===== config.mk =====
export PLATFORM = sky130hd
export DESIGN_NAME = serial_format_clock_select
export DESIGN_NICKNAME = d
export VERILOG_FILES = /design/src/serial_format_pkg.sv /design/src/serial_format_clock_select.sv /design/src/serial_tx.sv /design/src/serial_rx.sv
export VERILOG_INCLUDE_DIRS = /design/src
export SDC_FILE = /design/constraint.sdc
export NUM_CORES = 1
export LEC_CHECK = 0
export ABC_AREA = 1
export BUFFER_PORTS_ARGS = -buffer_cell sky130_fd_sc_hd__buf_2
export CAP_MARGIN = 20
export CORE_UTILIZATION = 30
export DETAILED_ROUTE_END_ITERATION = 16
export PLACE_DENSITY = 0.53
export SYNTH_ARGS = -nofsm -noshare
export SYNTH_HDL_FRONTEND = slang
export SYNTH_SLANG_ARGS = --single-unit

===== constraint.sdc =====
create_clock -name mclk -period 2.2 [get_ports mclk]
set_input_delay 0.33 -clock mclk [delete_from_list [all_inputs] [get_ports mclk]]
set_output_delay 0.33 -clock mclk [all_outputs]
set_load 0.05 [all_outputs]

===== src/serial_format_map.svh =====
// Register offsets, field positions, reset values and timing counts
`ifndef SERIAL_FORMAT_MAP_SVH
`define SERIAL_FORMAT_MAP_SVH
`define OFS_MODE    5'h00
`define OFS_CTRL    5'h04
`define OFS_DIV     5'h08
`define OFS_TXDATA  5'h0C
`define OFS_RXDATA  5'h10
`define OFS_STATUS  5'h14
`define MODE_SYNC   7
`define MODE_CHAR7  6
`define MODE_PAREN  5
`define MODE_PARODD 4
`define MODE_STOP2  3
`define MODE_MPEN   2
`define CTRL_TXEN   5
`define CTRL_RXEN   4
`define CTRL_CKEHI  1
`define CTRL_CKELO  0
`define MODE_RST    8'h00
`define CTRL_RST    8'h00
`define DIV_RST     8'hFF
`define TICKS_LAST  4'hF
`define MID_TICK    4'h7
`define SYNC_LAST   4'h7
`define PHASE_MID   4'h8
`endif


===== src/serial_format_pkg.sv =====
// Types shared by the serial format and clock select block
package serial_format_pkg;
  typedef struct packed {
    logic sync;
    logic char7;
    logic parEn;
    logic parOdd;
    logic stop2;
    logic mpEn;
  } fmt_s;
  typedef struct packed {
    logic [7:0] data;
    logic       multiproc_bit;
    logic       parErr;
    logic       frmErr;
  } rxres_s;
  typedef struct packed {
    logic        read;
    logic        write;
    logic [4:0]  address;
    logic [31:0] writedata;
  } avreq_s;
  typedef enum logic [1:0] {TX_IDLE, TX_SHIFT} txst_e;
  typedef enum logic [1:0] {RX_IDLE, RX_START, RX_DATA, RX_STOP} rxst_e;
endpackage : serial_format_pkg


===== src/serial_format_clock_select.sv =====
// Serial interface: mode and format select, clock source select, buffers, bus slave
`timescale 1ns/1ps
`include "serial_format_map.svh"
module serial_format_clock_select (
  input  logic                      mclk,
  input  logic                      rstn,
  input  serial_format_pkg::avreq_s avReq,
  output logic [31:0]               readdata,
  output logic                      waitrequest,
  output logic                      txd,
  input  logic                      rxd,
  input  logic                      sckIn,
  output logic                      sckOut,
  output logic                      sckOe
);
  import serial_format_pkg::*;

  ////////////////////////////////////////////////////////////////////////////////
  // Declarations
  logic [7:0]  mode_q, ctrl_q, div_q, baudCnt_q;
  logic [8:0]  txBuf_q;
  logic        txEmpty_q, txEnd_q, rxFull_q;
  rxres_s      rxBuf_q, rxRes;
  logic [3:0]  err_q, errSet, errClr, txPhase;
  logic        wait_q, sckOut_q, sckOe_q, intSck_q;
  logic [31:0] rdata_q, rdMux;
  logic        sckS1_q, sckS2_q, sckS3_q;
  fmt_s        fmt;
  logic        extClk, baudTick, extRise, extFall, run;
  logic        tick16, sckFall, sckRise, intFall, intRise;
  logic        wrEn, rdEn, txTaken, txBusy, rxDone, rxSet, rxClr;
  logic        txEn, rxEn, intSckD;

  ////////////////////////////////////////////////////////////////////////////////
  // Format decode from the mode register
  assign fmt.sync   = mode_q[`MODE_SYNC];
  assign fmt.char7  = mode_q[`MODE_CHAR7];
  assign fmt.parEn  = mode_q[`MODE_PAREN];
  assign fmt.parOdd = mode_q[`MODE_PARODD];
  assign fmt.stop2  = mode_q[`MODE_STOP2];
  assign fmt.mpEn   = mode_q[`MODE_MPEN];

  // Control decode
  assign extClk = ctrl_q[`CTRL_CKEHI];
  assign txEn   = ctrl_q[`CTRL_TXEN];
  assign rxEn   = ctrl_q[`CTRL_RXEN];

  // Outputs straight from flops
  assign readdata    = rdata_q;
  assign waitrequest = wait_q;
  assign sckOut      = sckOut_q;
  assign sckOe       = sckOe_q;

  ////////////////////////////////////////////////////////////////////////////////
  // Avalon-MM slave: one wait cycle, then the access completes
  assign wrEn = !wait_q && avReq.write;
  assign rdEn = !wait_q && avReq.read;

  // Wait state sequencing
  always_ff @(posedge mclk or negedge rstn) begin
    if (!rstn) wait_q <= 1'b1;
    else if (wait_q && (avReq.read || avReq.write)) wait_q <= 1'b0;
    else wait_q <= 1'b1;
  end

  // Read data mux
  always_comb begin
    rdMux = 32'h0000_0000;
    unique case (avReq.address)
      `OFS_MODE:   rdMux = {24'h00_0000, mode_q};
      `OFS_CTRL:   rdMux = {24'h00_0000, ctrl_q};
      `OFS_DIV:    rdMux = {24'h00_0000, div_q};
      `OFS_TXDATA: rdMux = {23'h00_0000, txBuf_q};
      `OFS_RXDATA: rdMux = {23'h00_0000, rxBuf_q.multiproc_bit, rxBuf_q.data};
      `OFS_STATUS: rdMux = {24'h00_0000, txEmpty_q, rxFull_q, err_q[3:1], txEnd_q,
                            err_q[0], rxd};
      default:     rdMux = 32'h0000_0000;
    endcase
  end

  // Read data captured in the wait cycle and held through completion
  always_ff @(posedge mclk or negedge rstn) begin
    if (!rstn) rdata_q <= 32'h0000_0000;
    else if (wait_q && avReq.read) rdata_q <= rdMux;
  end

  // Configuration registers
  always_ff @(posedge mclk or negedge rstn) begin
    if (!rstn) begin
      mode_q <= `MODE_RST;
      ctrl_q <= `CTRL_RST;
      div_q  <= `DIV_RST;
    end else if (wrEn) begin
      if (avReq.address == `OFS_MODE) mode_q <= avReq.writedata[7:0];
      if (avReq.address == `OFS_CTRL) ctrl_q <= avReq.writedata[7:0];
      if (avReq.address == `OFS_DIV) div_q <= avReq.writedata[7:0];
    end
  end

  ////////////////////////////////////////////////////////////////////////////////
  // Clock sources
  // Pin clock synchroniser; edges taken from the second and third stages
  always_ff @(posedge mclk or negedge rstn) begin
    if (!rstn) begin
      sckS1_q <= 1'b1;
      sckS2_q <= 1'b1;
      sckS3_q <= 1'b1;
    end else begin
      sckS1_q <= sckIn;
      sckS2_q <= sckS1_q;
      sckS3_q <= sckS2_q;
    end
  end
  assign extRise = sckS2_q && !sckS3_q;
  assign extFall = !sckS2_q && sckS3_q;

  // Bit-rate generator: one tick every div_q+1 cycles
  assign baudTick = (baudCnt_q == div_q);
  always_ff @(posedge mclk or negedge rstn) begin
    if (!rstn) baudCnt_q <= 8'h00;
    else if (baudTick) baudCnt_q <= 8'h00;
    else baudCnt_q <= baudCnt_q + 8'h01;
  end

  // Internal sync clock runs only while a character is in flight, idles high
  assign run     = txBusy || (rxEn && !txEn && !rxFull_q);
  assign intFall = baudTick && intSck_q && run;
  assign intRise = baudTick && !intSck_q;
  // Next value of the internal clock, so the pin copy stays in phase with the shifters
  always_comb begin
    intSckD = intSck_q;
    if (!fmt.sync) intSckD = 1'b1;
    else if (intFall || intRise) intSckD = !intSck_q;
  end
  always_ff @(posedge mclk or negedge rstn) begin
    if (!rstn) intSck_q <= 1'b1;
    else intSck_q <= intSckD;
  end

  // Strobe selection for the shifters
  assign tick16  = !fmt.sync && (extClk ? extRise : baudTick);
  assign sckFall = fmt.sync && (extClk ? extFall : intFall);
  assign sckRise = fmt.sync && (extClk ? extRise : intRise);

  // Clock pin drive: sync internal always, async internal only when asked
  always_ff @(posedge mclk or negedge rstn) begin
    if (!rstn) begin
      sckOe_q  <= 1'b0;
      sckOut_q <= 1'b1;
    end else begin
      sckOe_q  <= !extClk && (fmt.sync || ctrl_q[`CTRL_CKELO]);
      sckOut_q <= fmt.sync ? intSckD : txPhase[3];
    end
  end

  ////////////////////////////////////////////////////////////////////////////////
  // Transmit side
  serial_tx u_tx (
    .mclk      (mclk),
    .rstn      (rstn),
    .fmt       (fmt),
    .en        (txEn),
    .tick16    (tick16),
    .sckFall   (sckFall),
    .sckRise   (sckRise),
    .loadValid (!txEmpty_q),
    .loadData  (txBuf_q),
    .loadTaken (txTaken),
    .busy      (txBusy),
    .txd       (txd),
    .phase     (txPhase)
  );

  // Transmit holding register; a new write wins over the shifter taking it
  always_ff @(posedge mclk or negedge rstn) begin
    if (!rstn) begin
      txBuf_q   <= 9'h000;
      txEmpty_q <= 1'b1;
      txEnd_q   <= 1'b1;
    end else begin
      txEnd_q <= txEmpty_q && !txBusy;
      if (wrEn && avReq.address == `OFS_TXDATA) begin
        txBuf_q   <= avReq.writedata[8:0];
        txEmpty_q <= 1'b0;
      end else if (txTaken) begin
        txEmpty_q <= 1'b1;
      end
    end
  end

  ////////////////////////////////////////////////////////////////////////////////
  // Receive side
  serial_rx u_rx (
    .mclk    (mclk),
    .rstn    (rstn),
    .fmt     (fmt),
    .en      (rxEn),
    .tick16  (tick16),
    .sckRise (sckRise),
    .rxd     (rxd),
    .done    (rxDone),
    .res     (rxRes)
  );

  // Error events: overrun, framing, parity, break
  always_comb begin
    errSet = 4'h0;
    rxSet  = 1'b0;
    if (rxDone) begin
      if (rxFull_q) begin
        errSet[3] = 1'b1;
      end else if (!fmt.sync && (rxRes.frmErr || rxRes.parErr)) begin
        errSet[2] = rxRes.frmErr;
        errSet[1] = rxRes.parErr;
        errSet[0] = rxRes.frmErr && rxRes.data == 8'h00 && !rxd;
      end else begin
        rxSet = 1'b1;
      end
    end
  end

  // Status write clears: one bits clear, break goes with framing
  assign errClr = (wrEn && avReq.address == `OFS_STATUS) ?
                  {avReq.writedata[5], avReq.writedata[4], avReq.writedata[3],
                   avReq.writedata[4] | avReq.writedata[1]} : 4'h0;
  assign rxClr  = rdEn && avReq.address == `OFS_RXDATA;

  // Receive holding register and flags; a set wins over a clear
  always_ff @(posedge mclk or negedge rstn) begin
    if (!rstn) begin
      rxBuf_q  <= '0;
      rxFull_q <= 1'b0;
      err_q    <= 4'h0;
    end else begin
      err_q    <= (err_q & ~errClr) | errSet;
      rxFull_q <= (rxFull_q && !rxClr) || rxSet;
      if (rxDone && !rxFull_q) rxBuf_q <= rxRes;
    end
  end

  ////////////////////////////////////////////////////////////////////////////////
  // Checks
  a_sync_errors: assert property (@(posedge mclk) disable iff (!rstn)
    (rxDone && fmt.sync) |=> !($rose(err_q[2]) || $rose(err_q[1])))
    else $error("framing or parity flagged in sync mode");
  a_pin_unused: assert property (@(posedge mclk) disable iff (!rstn)
    (!fmt.sync && !extClk && !ctrl_q[`CTRL_CKELO]) |=> !sckOe_q)
    else $error("clock pin driven while unused");
  a_pin_bitclk: assert property (@(posedge mclk) disable iff (!rstn)
    (!fmt.sync && !extClk && ctrl_q[`CTRL_CKELO]) |=> sckOe_q)
    else $error("bit clock not driven");
  a_sync_drive: assert property (@(posedge mclk) disable iff (!rstn)
    (fmt.sync && !extClk) |=> sckOe_q) else $error("sync clock not driven");
  a_ext_input: assert property (@(posedge mclk) disable iff (!rstn)
    extClk |=> !sckOe_q) else $error("pin driven with external clock");
  a_clock_phase: assert property (@(posedge mclk) disable iff (!rstn)
    (!fmt.sync && !$past(fmt.sync) && !$past(fmt.sync, 2) && $rose(sckOut_q))
    |-> ($past(txPhase) == `PHASE_MID)) else $error("output clock off bit centre");
  a_overrun_keep: assert property (@(posedge mclk) disable iff (!rstn)
    (rxDone && rxFull_q) |=> (err_q[3] && $stable(rxBuf_q)))
    else $error("overrun lost or buffer overwritten");
  a_bus_answer: assert property (@(posedge mclk) disable iff (!rstn)
    (wait_q && (avReq.read || avReq.write)) |=> !wait_q ##1 wait_q)
    else $error("bus answer not one cycle");
endmodule : serial_format_clock_select


===== src/serial_tx.sv =====
// Transmit shifter with frame assembly
`timescale 1ns/1ps
`include "serial_format_map.svh"
module serial_tx (
  input  logic                    mclk,
  input  logic                    rstn,
  input  serial_format_pkg::fmt_s fmt,
  input  logic                    en,
  input  logic                    tick16,
  input  logic                    sckFall,
  input  logic                    sckRise,
  input  logic                    loadValid,
  input  logic [8:0]              loadData,
  output logic                    loadTaken,
  output logic                    busy,
  output logic                    txd,
  output logic [3:0]              phase
);
  import serial_format_pkg::*;
  txst_e       state_q;
  logic [10:0] shift_q;
  logic [3:0]  cnt_q, last_q, lastD, dlen, phase_q;
  logic [11:0] frameD;
  logic [7:0]  dm;
  logic        extra, bnd, endBit, load, txd_q, armed_q;

  // Frame assembly from the selected format
  always_comb begin
    frameD = 12'hFFF;
    dlen   = fmt.char7 ? 4'h7 : 4'h8;
    extra  = fmt.parEn | fmt.mpEn;
    dm     = fmt.char7 ? {1'b0, loadData[6:0]} : loadData[7:0];
    lastD  = `SYNC_LAST;
    if (fmt.sync) begin
      frameD = {4'hF, loadData[7:0]};
    end else begin
      frameD[0] = 1'b0;
      for (int i = 0; i < 8; i++) begin
        if (i < dlen) frameD[i+1] = loadData[i];
      end
      if (extra) frameD[dlen+4'h1] = fmt.mpEn ? loadData[8] : ((^dm) ^ fmt.parOdd);
      lastD = dlen + {3'h0, extra} + {3'h0, fmt.stop2} + 4'h1;
    end
  end

  assign bnd       = fmt.sync ? (sckFall && armed_q) : (tick16 && phase_q == `TICKS_LAST);
  assign endBit    = (state_q == TX_SHIFT) && cnt_q == last_q && (fmt.sync ? sckRise : bnd);
  assign load      = en && loadValid &&
                     ((state_q == TX_IDLE) ? (fmt.sync || bnd) : (endBit && !fmt.sync));
  assign loadTaken = load;
  assign busy      = (state_q == TX_SHIFT);
  assign txd       = txd_q;
  assign phase     = phase_q;

  // Free-running 16x phase, also used for the output bit clock
  always_ff @(posedge mclk or negedge rstn) begin
    if (!rstn) phase_q <= 4'h0;
    else if (tick16) phase_q <= phase_q + 4'h1;
  end

  // Shifter, least significant bit first
  always_ff @(posedge mclk or negedge rstn) begin
    if (!rstn) begin
      state_q <= TX_IDLE;
      shift_q <= 11'h7FF;
      cnt_q   <= 4'h0;
      last_q  <= 4'h0;
      txd_q   <= 1'b1;
      armed_q <= 1'b0;
    end else if (load) begin
      state_q <= TX_SHIFT;
      txd_q   <= frameD[0];
      shift_q <= frameD[11:1];
      cnt_q   <= 4'h0;
      last_q  <= lastD;
      armed_q <= 1'b0;
    end else if (endBit) begin
      // Sync holds the last bit past its sampling rise, mark follows a cycle later
      state_q <= TX_IDLE;
      if (!fmt.sync) txd_q <= 1'b1;
    end else if (state_q == TX_IDLE) begin
      txd_q   <= 1'b1;
    end else if (state_q == TX_SHIFT) begin
      if (sckRise) armed_q <= 1'b1;
      if (bnd) begin
        txd_q   <= shift_q[0];
        shift_q <= {1'b1, shift_q[10:1]};
        cnt_q   <= cnt_q + 4'h1;
        armed_q <= 1'b0;
      end
    end
  end

  a_idle_mark: assert property (@(posedge mclk) disable iff (!rstn)
    (state_q == TX_IDLE && $past(state_q) == TX_IDLE) |-> txd_q)
    else $error("line not at mark while idle");
  a_start_low: assert property (@(posedge mclk) disable iff (!rstn)
    (state_q == TX_SHIFT && cnt_q == 4'h0 && !fmt.sync) |-> !txd_q)
    else $error("start bit not low");
  a_sync_eight: assert property (@(posedge mclk) disable iff (!rstn)
    (load && fmt.sync) |=> (last_q == 4'h7 && busy)) else $error("sync frame not 8 bits");
endmodule : serial_tx


===== src/serial_rx.sv =====
// Receive sampler and deframer
`timescale 1ns/1ps
`include "serial_format_map.svh"
module serial_rx (
  input  logic                      mclk,
  input  logic                      rstn,
  input  serial_format_pkg::fmt_s   fmt,
  input  logic                      en,
  input  logic                      tick16,
  input  logic                      sckRise,
  input  logic                      rxd,
  output logic                      done,
  output serial_format_pkg::rxres_s res
);
  import serial_format_pkg::*;
  rxst_e      state_q;
  logic [3:0] tc_q, idx_q, nBits;
  logic [8:0] sh_q, shIn, al;
  logic [7:0] dat;
  logic       lvl_q, done_q, sample, xb;
  rxres_s     res_q;

  // Bit count, alignment and checks
  assign nBits  = fmt.sync ? 4'h8 : ((fmt.char7 ? 4'h7 : 4'h8) + {3'h0, fmt.parEn | fmt.mpEn});
  assign sample = fmt.sync ? sckRise : (tick16 && tc_q == `TICKS_LAST);
  assign shIn   = fmt.sync ? {rxd, sh_q[8:1]} : sh_q;
  assign al     = shIn >> (4'h9 - nBits);
  assign dat    = fmt.char7 ? {1'b0, al[6:0]} : al[7:0];
  assign xb     = fmt.char7 ? al[7] : al[8];
  assign done   = done_q;
  assign res    = res_q;

  // Line level seen on the previous sampling pulse
  always_ff @(posedge mclk or negedge rstn) begin
    if (!rstn) lvl_q <= 1'b1;
    else if (tick16) lvl_q <= rxd;
  end

  // Receive sequence
  always_ff @(posedge mclk or negedge rstn) begin
    if (!rstn) begin
      state_q <= RX_IDLE;
      tc_q    <= 4'h0;
      idx_q   <= 4'h0;
      sh_q    <= 9'h000;
      done_q  <= 1'b0;
      res_q   <= '0;
    end else begin
      done_q <= 1'b0;
      if (tick16) tc_q <= tc_q + 4'h1;
      if (!en) begin
        state_q <= RX_IDLE;
      end else begin
        unique case (state_q)
          RX_IDLE: begin
            idx_q <= 4'h0;
            if (fmt.sync) state_q <= RX_DATA;
            else if (tick16 && lvl_q && !rxd) begin
              state_q <= RX_START;
              tc_q    <= 4'h0;
            end
          end
          RX_START: begin
            if (tick16 && tc_q == `MID_TICK) begin
              state_q <= rxd ? RX_IDLE : RX_DATA;
              tc_q    <= 4'h0;
            end
          end
          RX_DATA: begin
            if (sample) begin
              sh_q  <= {rxd, sh_q[8:1]};
              idx_q <= idx_q + 4'h1;
              if (idx_q == nBits - 4'h1) begin
                state_q <= fmt.sync ? RX_IDLE : RX_STOP;
                if (fmt.sync) begin
                  done_q <= 1'b1;
                  res_q  <= '{data: al[7:0], multiproc_bit: 1'b0, parErr: 1'b0, frmErr: 1'b0};
                end
              end
            end
          end
          RX_STOP: begin
            if (sample) begin
              state_q      <= RX_IDLE;
              done_q       <= 1'b1;
              res_q.data   <= dat;
              res_q.multiproc_bit    <= fmt.mpEn & xb;
              res_q.parErr <= fmt.parEn && !fmt.mpEn && (((^dat) ^ xb) != fmt.parOdd);
              res_q.frmErr <= !rxd;
            end
          end
        endcase
      end
    end
  end

  a_start_align: assert property (@(posedge mclk) disable iff (!rstn)
    (state_q == RX_IDLE && en && !fmt.sync && tick16 && lvl_q && !rxd)
    |=> (state_q == RX_START && tc_q == 4'h0)) else $error("start edge not aligned");
  a_mid_sample: assert property (@(posedge mclk) disable iff (!rstn)
    (state_q == RX_START && $changed(state_q) == 1'b0 && tick16 && tc_q < 4'h7 && en)
    |=> (state_q == RX_START)) else $error("start checked before mid pulse");
  a_mp_noparity: assert property (@(posedge mclk) disable iff (!rstn)
    (done_q && $past(fmt.mpEn)) |-> !res_q.parErr) else $error("parity flagged in mp format");
endmodule : serial_rx


; Word level (Yosys, flattened, before mapping)
; Index checks and enable logic that the tools add are counted.
[word_totals]
regBits = 155
output_inout_bits = 36
[classes]
addsub = 11
order_cmp = 10
eq_ne = 28
n_shift = 1
n_mux = 105
n_bitwise = 8
n_reduce_logical = 83
[op_table]
columns = operator, n
row1 = 11-bit two-way mux, 9
row2 = 4-bit two-way mux, 16
row3 = 9-bit one-hot mux with 6 select lines, 1
row4 = 1-bit two-way mux, 53
row5 = 1-bit logical AND, 38
row6 = 4-bit by 1-bit adder with 4-bit output (second input constant), 6
row7 = 12-bit two-way mux, 2
row8 = 8-bit two-way mux, 3
row9 = 2-bit two-way mux, 11
row10 = 11-bit one-hot mux with 2 select lines, 1
row11 = 3-bit by 4-bit less-than comparator with 1-bit output (first input constant), 4
row12 = 4-bit one-hot mux with 2 select lines, 2
row13 = 8-bit parity, 2
row14 = 1-bit zero test, 13
row15 = 12-bit bitwise mux, 1
row16 = 3-bit by 2-bit inequality test with 1-bit output (second input constant), 4
row17 = 2-bit nonzero test, 6
row18 = 5-bit by 4-bit == test with 1-bit output (second input constant), 2
row19 = 5-bit == test (second input constant), 2
row20 = 9-bit two-way mux, 1
row21 = 3-bit AND reduction, 3
row22 = 9-bit by 4-bit right shift with 9-bit output, 1
row23 = 4-bit by 1-bit adder with 4-bit output, 2
row24 = 8-bit by 1-bit adder with 8-bit output (second input constant), 1
row25 = 38 further kinds, 62

; Longest topological paths before layout
[logic_depth]
depth_word = 16
ltp_mapped = 19

; By module
; A second synthesis with hierarchy kept.
[hier_totals]
hier_cells = 1002
area_unflattened_um2 = 7718.7
[modules_own_cells]
columns = mod, n_inst, cells_each, area_per_inst_um2
row1 = serial_format_clock_select, 1, 436, 3717.3
row2 = serial_rx, 1, 329, 2307.2
row3 = serial_tx, 1, 237, 1694.1

; Least setup slack after synthesis
; No wires, ideal clock.
[synth_path]
path_kind = register to register
startpoint = register mode_q[2]
endpoint = register u_rx.res_q (netlist bit u_rx.res[1])
setup_time_ns = 0.065
t_arrival_ns = 2.361
path_slack_ns = -0.226
path_stages_with_launch = 17
path_buffers = 2
period_less_slack_ns = 2.426
cell_sequence = dfrtp_1 > nor2_1 > ha_1 > buf_2 > inv_1 > nand2_1 > ha_1 > xor2_1 > o2111ai_1 > nand2_1 > inv_1 > nor3_2 > nand2_1 > buf_2 > nor2_1 > nand2_1 > nand2_1
[synth_between]
elab_chain_len = 12
elab_cells_between_ends = 19
[synth_lines]
columns = element, line
row1 = start: declaration, serial_format_clock_select.sv:20  ; logic [7:0] mode_q, ctrl_q, div_q, baudCnt_q;
row2 = start signal: assignment, serial_format_clock_select.sv:90  ; mode_q <= `MODE_RST;
row3 = start signal: assignment, serial_format_clock_select.sv:94  ; if (avReq.address == `OFS_MODE) mode_q <= avReq.writedata[7:0];
row4 = 1-bit bitwise OR, serial_rx.sv:24  ; assign nBits = fmt.sync ? 4'h8 : ((fmt.char7 ? 4'h7 : 4'h8) + {3'h0, fmt.parEn | fmt.mpEn});
row5 = 4-bit by 1-bit adder with 4-bit output, serial_rx.sv:24
row6 = 4-bit two-way mux, serial_rx.sv:24
row7 = 4-bit subtractor, serial_rx.sv:27  ; assign al = shIn >> (4'h9 - nBits);
row8 = 9-bit by 4-bit right shift with 9-bit output, serial_rx.sv:27
row9 = 8-bit two-way mux, serial_rx.sv:28  ; assign dat = fmt.char7 ? {1'b0, al[6:0]} : al[7:0];
row10 = 8-bit parity, serial_rx.sv:88  ; res_q.parErr <= fmt.parEn && !fmt.mpEn && (((^dat) ^ xb) != fmt.parOdd);
row11 = 1-bit bitwise XOR, serial_rx.sv:88
row12 = 1-bit inequality test, serial_rx.sv:88
row13 = 1-bit logical AND, serial_rx.sv:88
row14 = 11-bit two-way mux, serial_rx.sv:83  ; if (sample) begin
row15 = 11-bit one-hot mux with 2 select lines, serial_rx.sv:54  ; unique case (state_q)
row16 = end signal: assignment, serial_rx.sv:77  ; res_q <= '{data: al[7:0], multiproc_bit: 1'b0, parErr: 1'b0, frmErr: 1'b0};
row17 = end: declaration, serial_rx.sv:21  ; rxres_s res_q;
; Parallel ways exist; a longest one is shown, timed or not. The select of a mux whose other input is x is not followed.
; A chain may end at the register's enable or synchronous reset.

; Final worst setup path
[layout_path]
startpoint = register mode_q[2]
endpoint = register u_rx.res_q (netlist bit u_rx.res[10])
[layout_between]
elab_chain_len = 9
elab_cells_between_ends = 15
[layout_lines]
columns = element, line
row1 = 1-bit bitwise OR *, serial_rx.sv:24
row2 = 4-bit by 1-bit adder with 4-bit output *, serial_rx.sv:24
row3 = 4-bit two-way mux *, serial_rx.sv:24
row4 = 4-bit subtractor, serial_rx.sv:27
row5 = 9-bit by 4-bit right shift with 9-bit output, serial_rx.sv:27
row6 = 11-bit two-way mux, serial_rx.sv:75  ; if (fmt.sync) begin
row7 = 11-bit two-way mux, serial_rx.sv:73  ; if (idx_q == nBits - 4'h1) begin
row8 = 11-bit two-way mux, serial_rx.sv:70  ; if (sample) begin
row9 = 11-bit one-hot mux with 2 select lines, serial_rx.sv:54
; Every way passes the cells marked *; elsewhere a longest branch is shown, timed or not. The select of a mux whose other input is x is not followed.

==> results.toml <==
[status]
status = "finished with violations"
violations = "negative setup slack"

[routing]
route.vias.total = 5973
drc = 0
antenna_left = 0
firstDrtPassIters = 5
wl_per_cell_microns = 13.92
routed_wl_mm = 18.48
dr.first_iter.drc_count = 458
via_per_inst = 4.498

[logic_synthesis]
synth_mux_area_frac = 0.005741
synth_compound_gate_area_share = 0.1108
ys_seq_area_frac = 0.4535
synth-xor-area-share = 0.03045
yosys.area.top_type = "dfrtp_1"
synth-edff-count = 0
yosys-top-cells-area = "dfrtp_1 35%, nand2_1 16%, dfstp_2 9.9%, o21ai_0 5.8%, inv_1 4.9%"
netlist_area_sq_um = 7192
synth_cells = 927
ys_ff_latch = 129
ys_warn_count = 0
avgSynthCellArea_sq_um = 7.758
synth_top_family_by_area = "simple AND/OR/NAND/NOR gates"
yosys.area.top_type_share = 0.3549
synth_flop_cell = "dfrtp_1"
synth.distinct_cells = 51
synth_simple_gate_area_frac = 0.2864
synthArstFlopShare = 1.000
synthAdderAreaFrac = 0.01844

[power_and_ir_drop]
power_density_nw_per_um2 = 1009
leakagePower_nw = 4.321
total_power_w = 0.008732
ir_drop_mv = 0.3795

[layout]
drive_gt1_frac = 0.1843
area_delta_synth_final_pct = 20.27
antenna_cells = 0
post-route-util = 0.3685
fin_area_sq_um = 8650
fin_nets = 1049
num-fill-cells = 2423

[clock_network]
root_buffer = "clkbuf_16"
cts_tree = "done"
cts_sinks = 129
h-tree-depth = 4
clock_latency_ns = 0.42
clock_path_buffers = 2
cts_buffers = 17
clk_pin_slew_ns = 0.06

[grt]
grt_max_degree = 52
track_usage = 0.1611
grt_pass1_wl_mm = 30.45
grt_antenna_before_repair = 0
grt_pass1_vias = 5756
grt_overflow = 0

[floorplanning]
die_area_sq_um = 24600
die_width_microns = 156.8
io_pins = 79
fp.dieH_microns = 156.8
row_count = 56
core_area_sq_um = 23470
start_util = 0.3064

[timing]
slew_viol_final = 0
max_freq_ghz = 0.4466
skew_ns = 0.01798
rsz0062_at_grt = "true"
hold_violations = 0
min_period_ns = 2.239
layout_worst_path_cycle_share = 1.018
setup-violations-final = 10
postLayoutSetupSlackWorst_ns = -0.03914

[critical_path]
cp_slowest_cell = "dfrtp_1"
reg2reg_setup_slack_ns = -0.04
max_stage_delay_ns = 0.41
crit_path_end_kind = "flop"
cp-start-kind = "flop"
critPathKind = "flop to flop"
crit_arrival_ns = 2.52
crit_required_ns = 2.49
crit_fanout = 19
crit_chain = "nor2_4 -> ha_4 -> inv_4 -> nand2_4 -> ha_4 -> xor2_2 -> o2111ai_2 -> nand2_1 -> inv_1 -> nor3_2 -> nand2_2 -> buf_12 -> nand2_1 -> o21ai_1"

[placed_design]
numPortBuffers = 32
gp_congestion = 0.8389
hpwlAfterDp_mm = 13.59
dpl_cell_area_sq_um = 7873

[worst_hold_path]
hp-class = "input port to flop"

[run]
cap_violations = 0
## power breakdown
part / total (W) / internal, W / switching [W]
Sequential: 0.00306 / 0.00276 / 0.000308
Clock: 0.00308 / 0.00202 / 0.00106
Combinational: 0.00259 / 0.000959 / 0.00163
Total: 0.00873 / 0.00574 / 0.00299
## synth_stat cells (12+ instances only)
master,instances
nand3_1,48
a21oi_1,20
dfstp_2,27
nand2_1,306
o21ai_0,84
nand2_2,14
dfrtp_1,102
o21ai_1,12
xor2_1,14
buf_4,27
inv_1,93
nor2_1,58
## cell usage in the layout (no fill, tap or decap), drive strengths merged, types with 5 or more instances in the layout
master / n
nand2: 330
dfrtp: 102
inv: 98
o21ai: 97
buf: 70
nor2: 63
nand3: 50
dfstp: 27
clkbuf: 24
conb: 23
a21oi: 21
xor2: 14
nor3: 12
xnor2: 11
nand4: 10
ha: 9
a221oi: 7
o2111ai: 6
o22ai: 5
## worst paths after layout
path / cells after the start / to / startpoint
setup / recovery: 14 / u_rx.res[10] / mode_q[2]
setup reg to reg: 14 / u_rx.res[10] / mode_q[2]
hold reg to reg: 0 / sckS2_q / sckS1_q
hold / removal: 2 / waitrequest / avReq[37]
max in group asynchronous: 3 / div_q[4] / rstn
min in group asynchronous: 2 / u_tx.cnt_q[0] / rstn
## cells by family (layout without fill, tap and decap cells)
family,count (synthesis),in the layout
flops,129,129
mux,4,4
compound gates,143,143
fa+ha+maj,10,10
xor+xnor,25,25
other cells,1,23
buf+inv,144,203
simple gates,471,472
## sequential cells by signal, indices dropped and copies added (netlist names), 4 cells and up
name,cells
ctrl_q,8
div_q,8
u_rx.sh_q,9
readdata,9
baudCnt_q,8
err_q,4
u_tx.last_q,4
u_tx.cnt_q,4
u_rx.res,11
rxBuf_q,9
u_tx.shift_q,9
mode_q,8
u_rx.tc_q,4
txBuf_q,9
u_tx.phase,4
u_rx.idx_q,4
## critical path, delay by kind of cell, from the launching register on
kind | cells | cell delay, ns
AO/OA/AOI/OAI | 2 | 0.19
XOR/XNOR | 1 | 0.15
adder cells (fa/ha/maj) | 2 | 0.50
buffers and inverters | 3 | 0.26
flip-flops | 1 | 0.41
AND/OR/NAND/NOR | 6 | 0.59
## routing by layer
metal,wire [microns],share of wire,track usage
met5,0,0,0
met4,164,0.0089,0.03361
met3,502,0.027,0.03794
met2,8924,0.48,0.2690
met1,8893,0.48,0.2110
## stage by stage
step,setup slack (ns),setup TNS (ns),std cells,hold WS [ns]
floorplan,-0.1125,-0.9840,949,0.03441
CTS,-0.05181,-0.3941,1327,0.05656
global route,-0.1814,-2.014,1328,0.09558
finish,-0.03914,-0.2569,1328,0.08612
detailed placement,-0.1390,-1.509,1291,0.2974
global placement,-0.08726,-0.9238,1291,0.3043
## layout make-up
type	count	area, sq um	area share
tap	319	399.1	0.04614
clock inverter	8	150.1	0.01736
inverter	99	376.6	0.04354
multi-input combinational	677	3461	0.4001
timing repair buffer	72	509.2	0.05887
sequential	129	3262	0.3771
clock buffer	24	491.7	0.05685
## what timing repair did
item	in CTS	in global routing
pin swaps	5	6
setup endpoints to repair	14	13
cloned	1	0
hold buffers	2	0
buffers inserted	1	1
resized for setup	13	8
hold endpoints to repair	36	0
(Power assumes the default switching activity.)
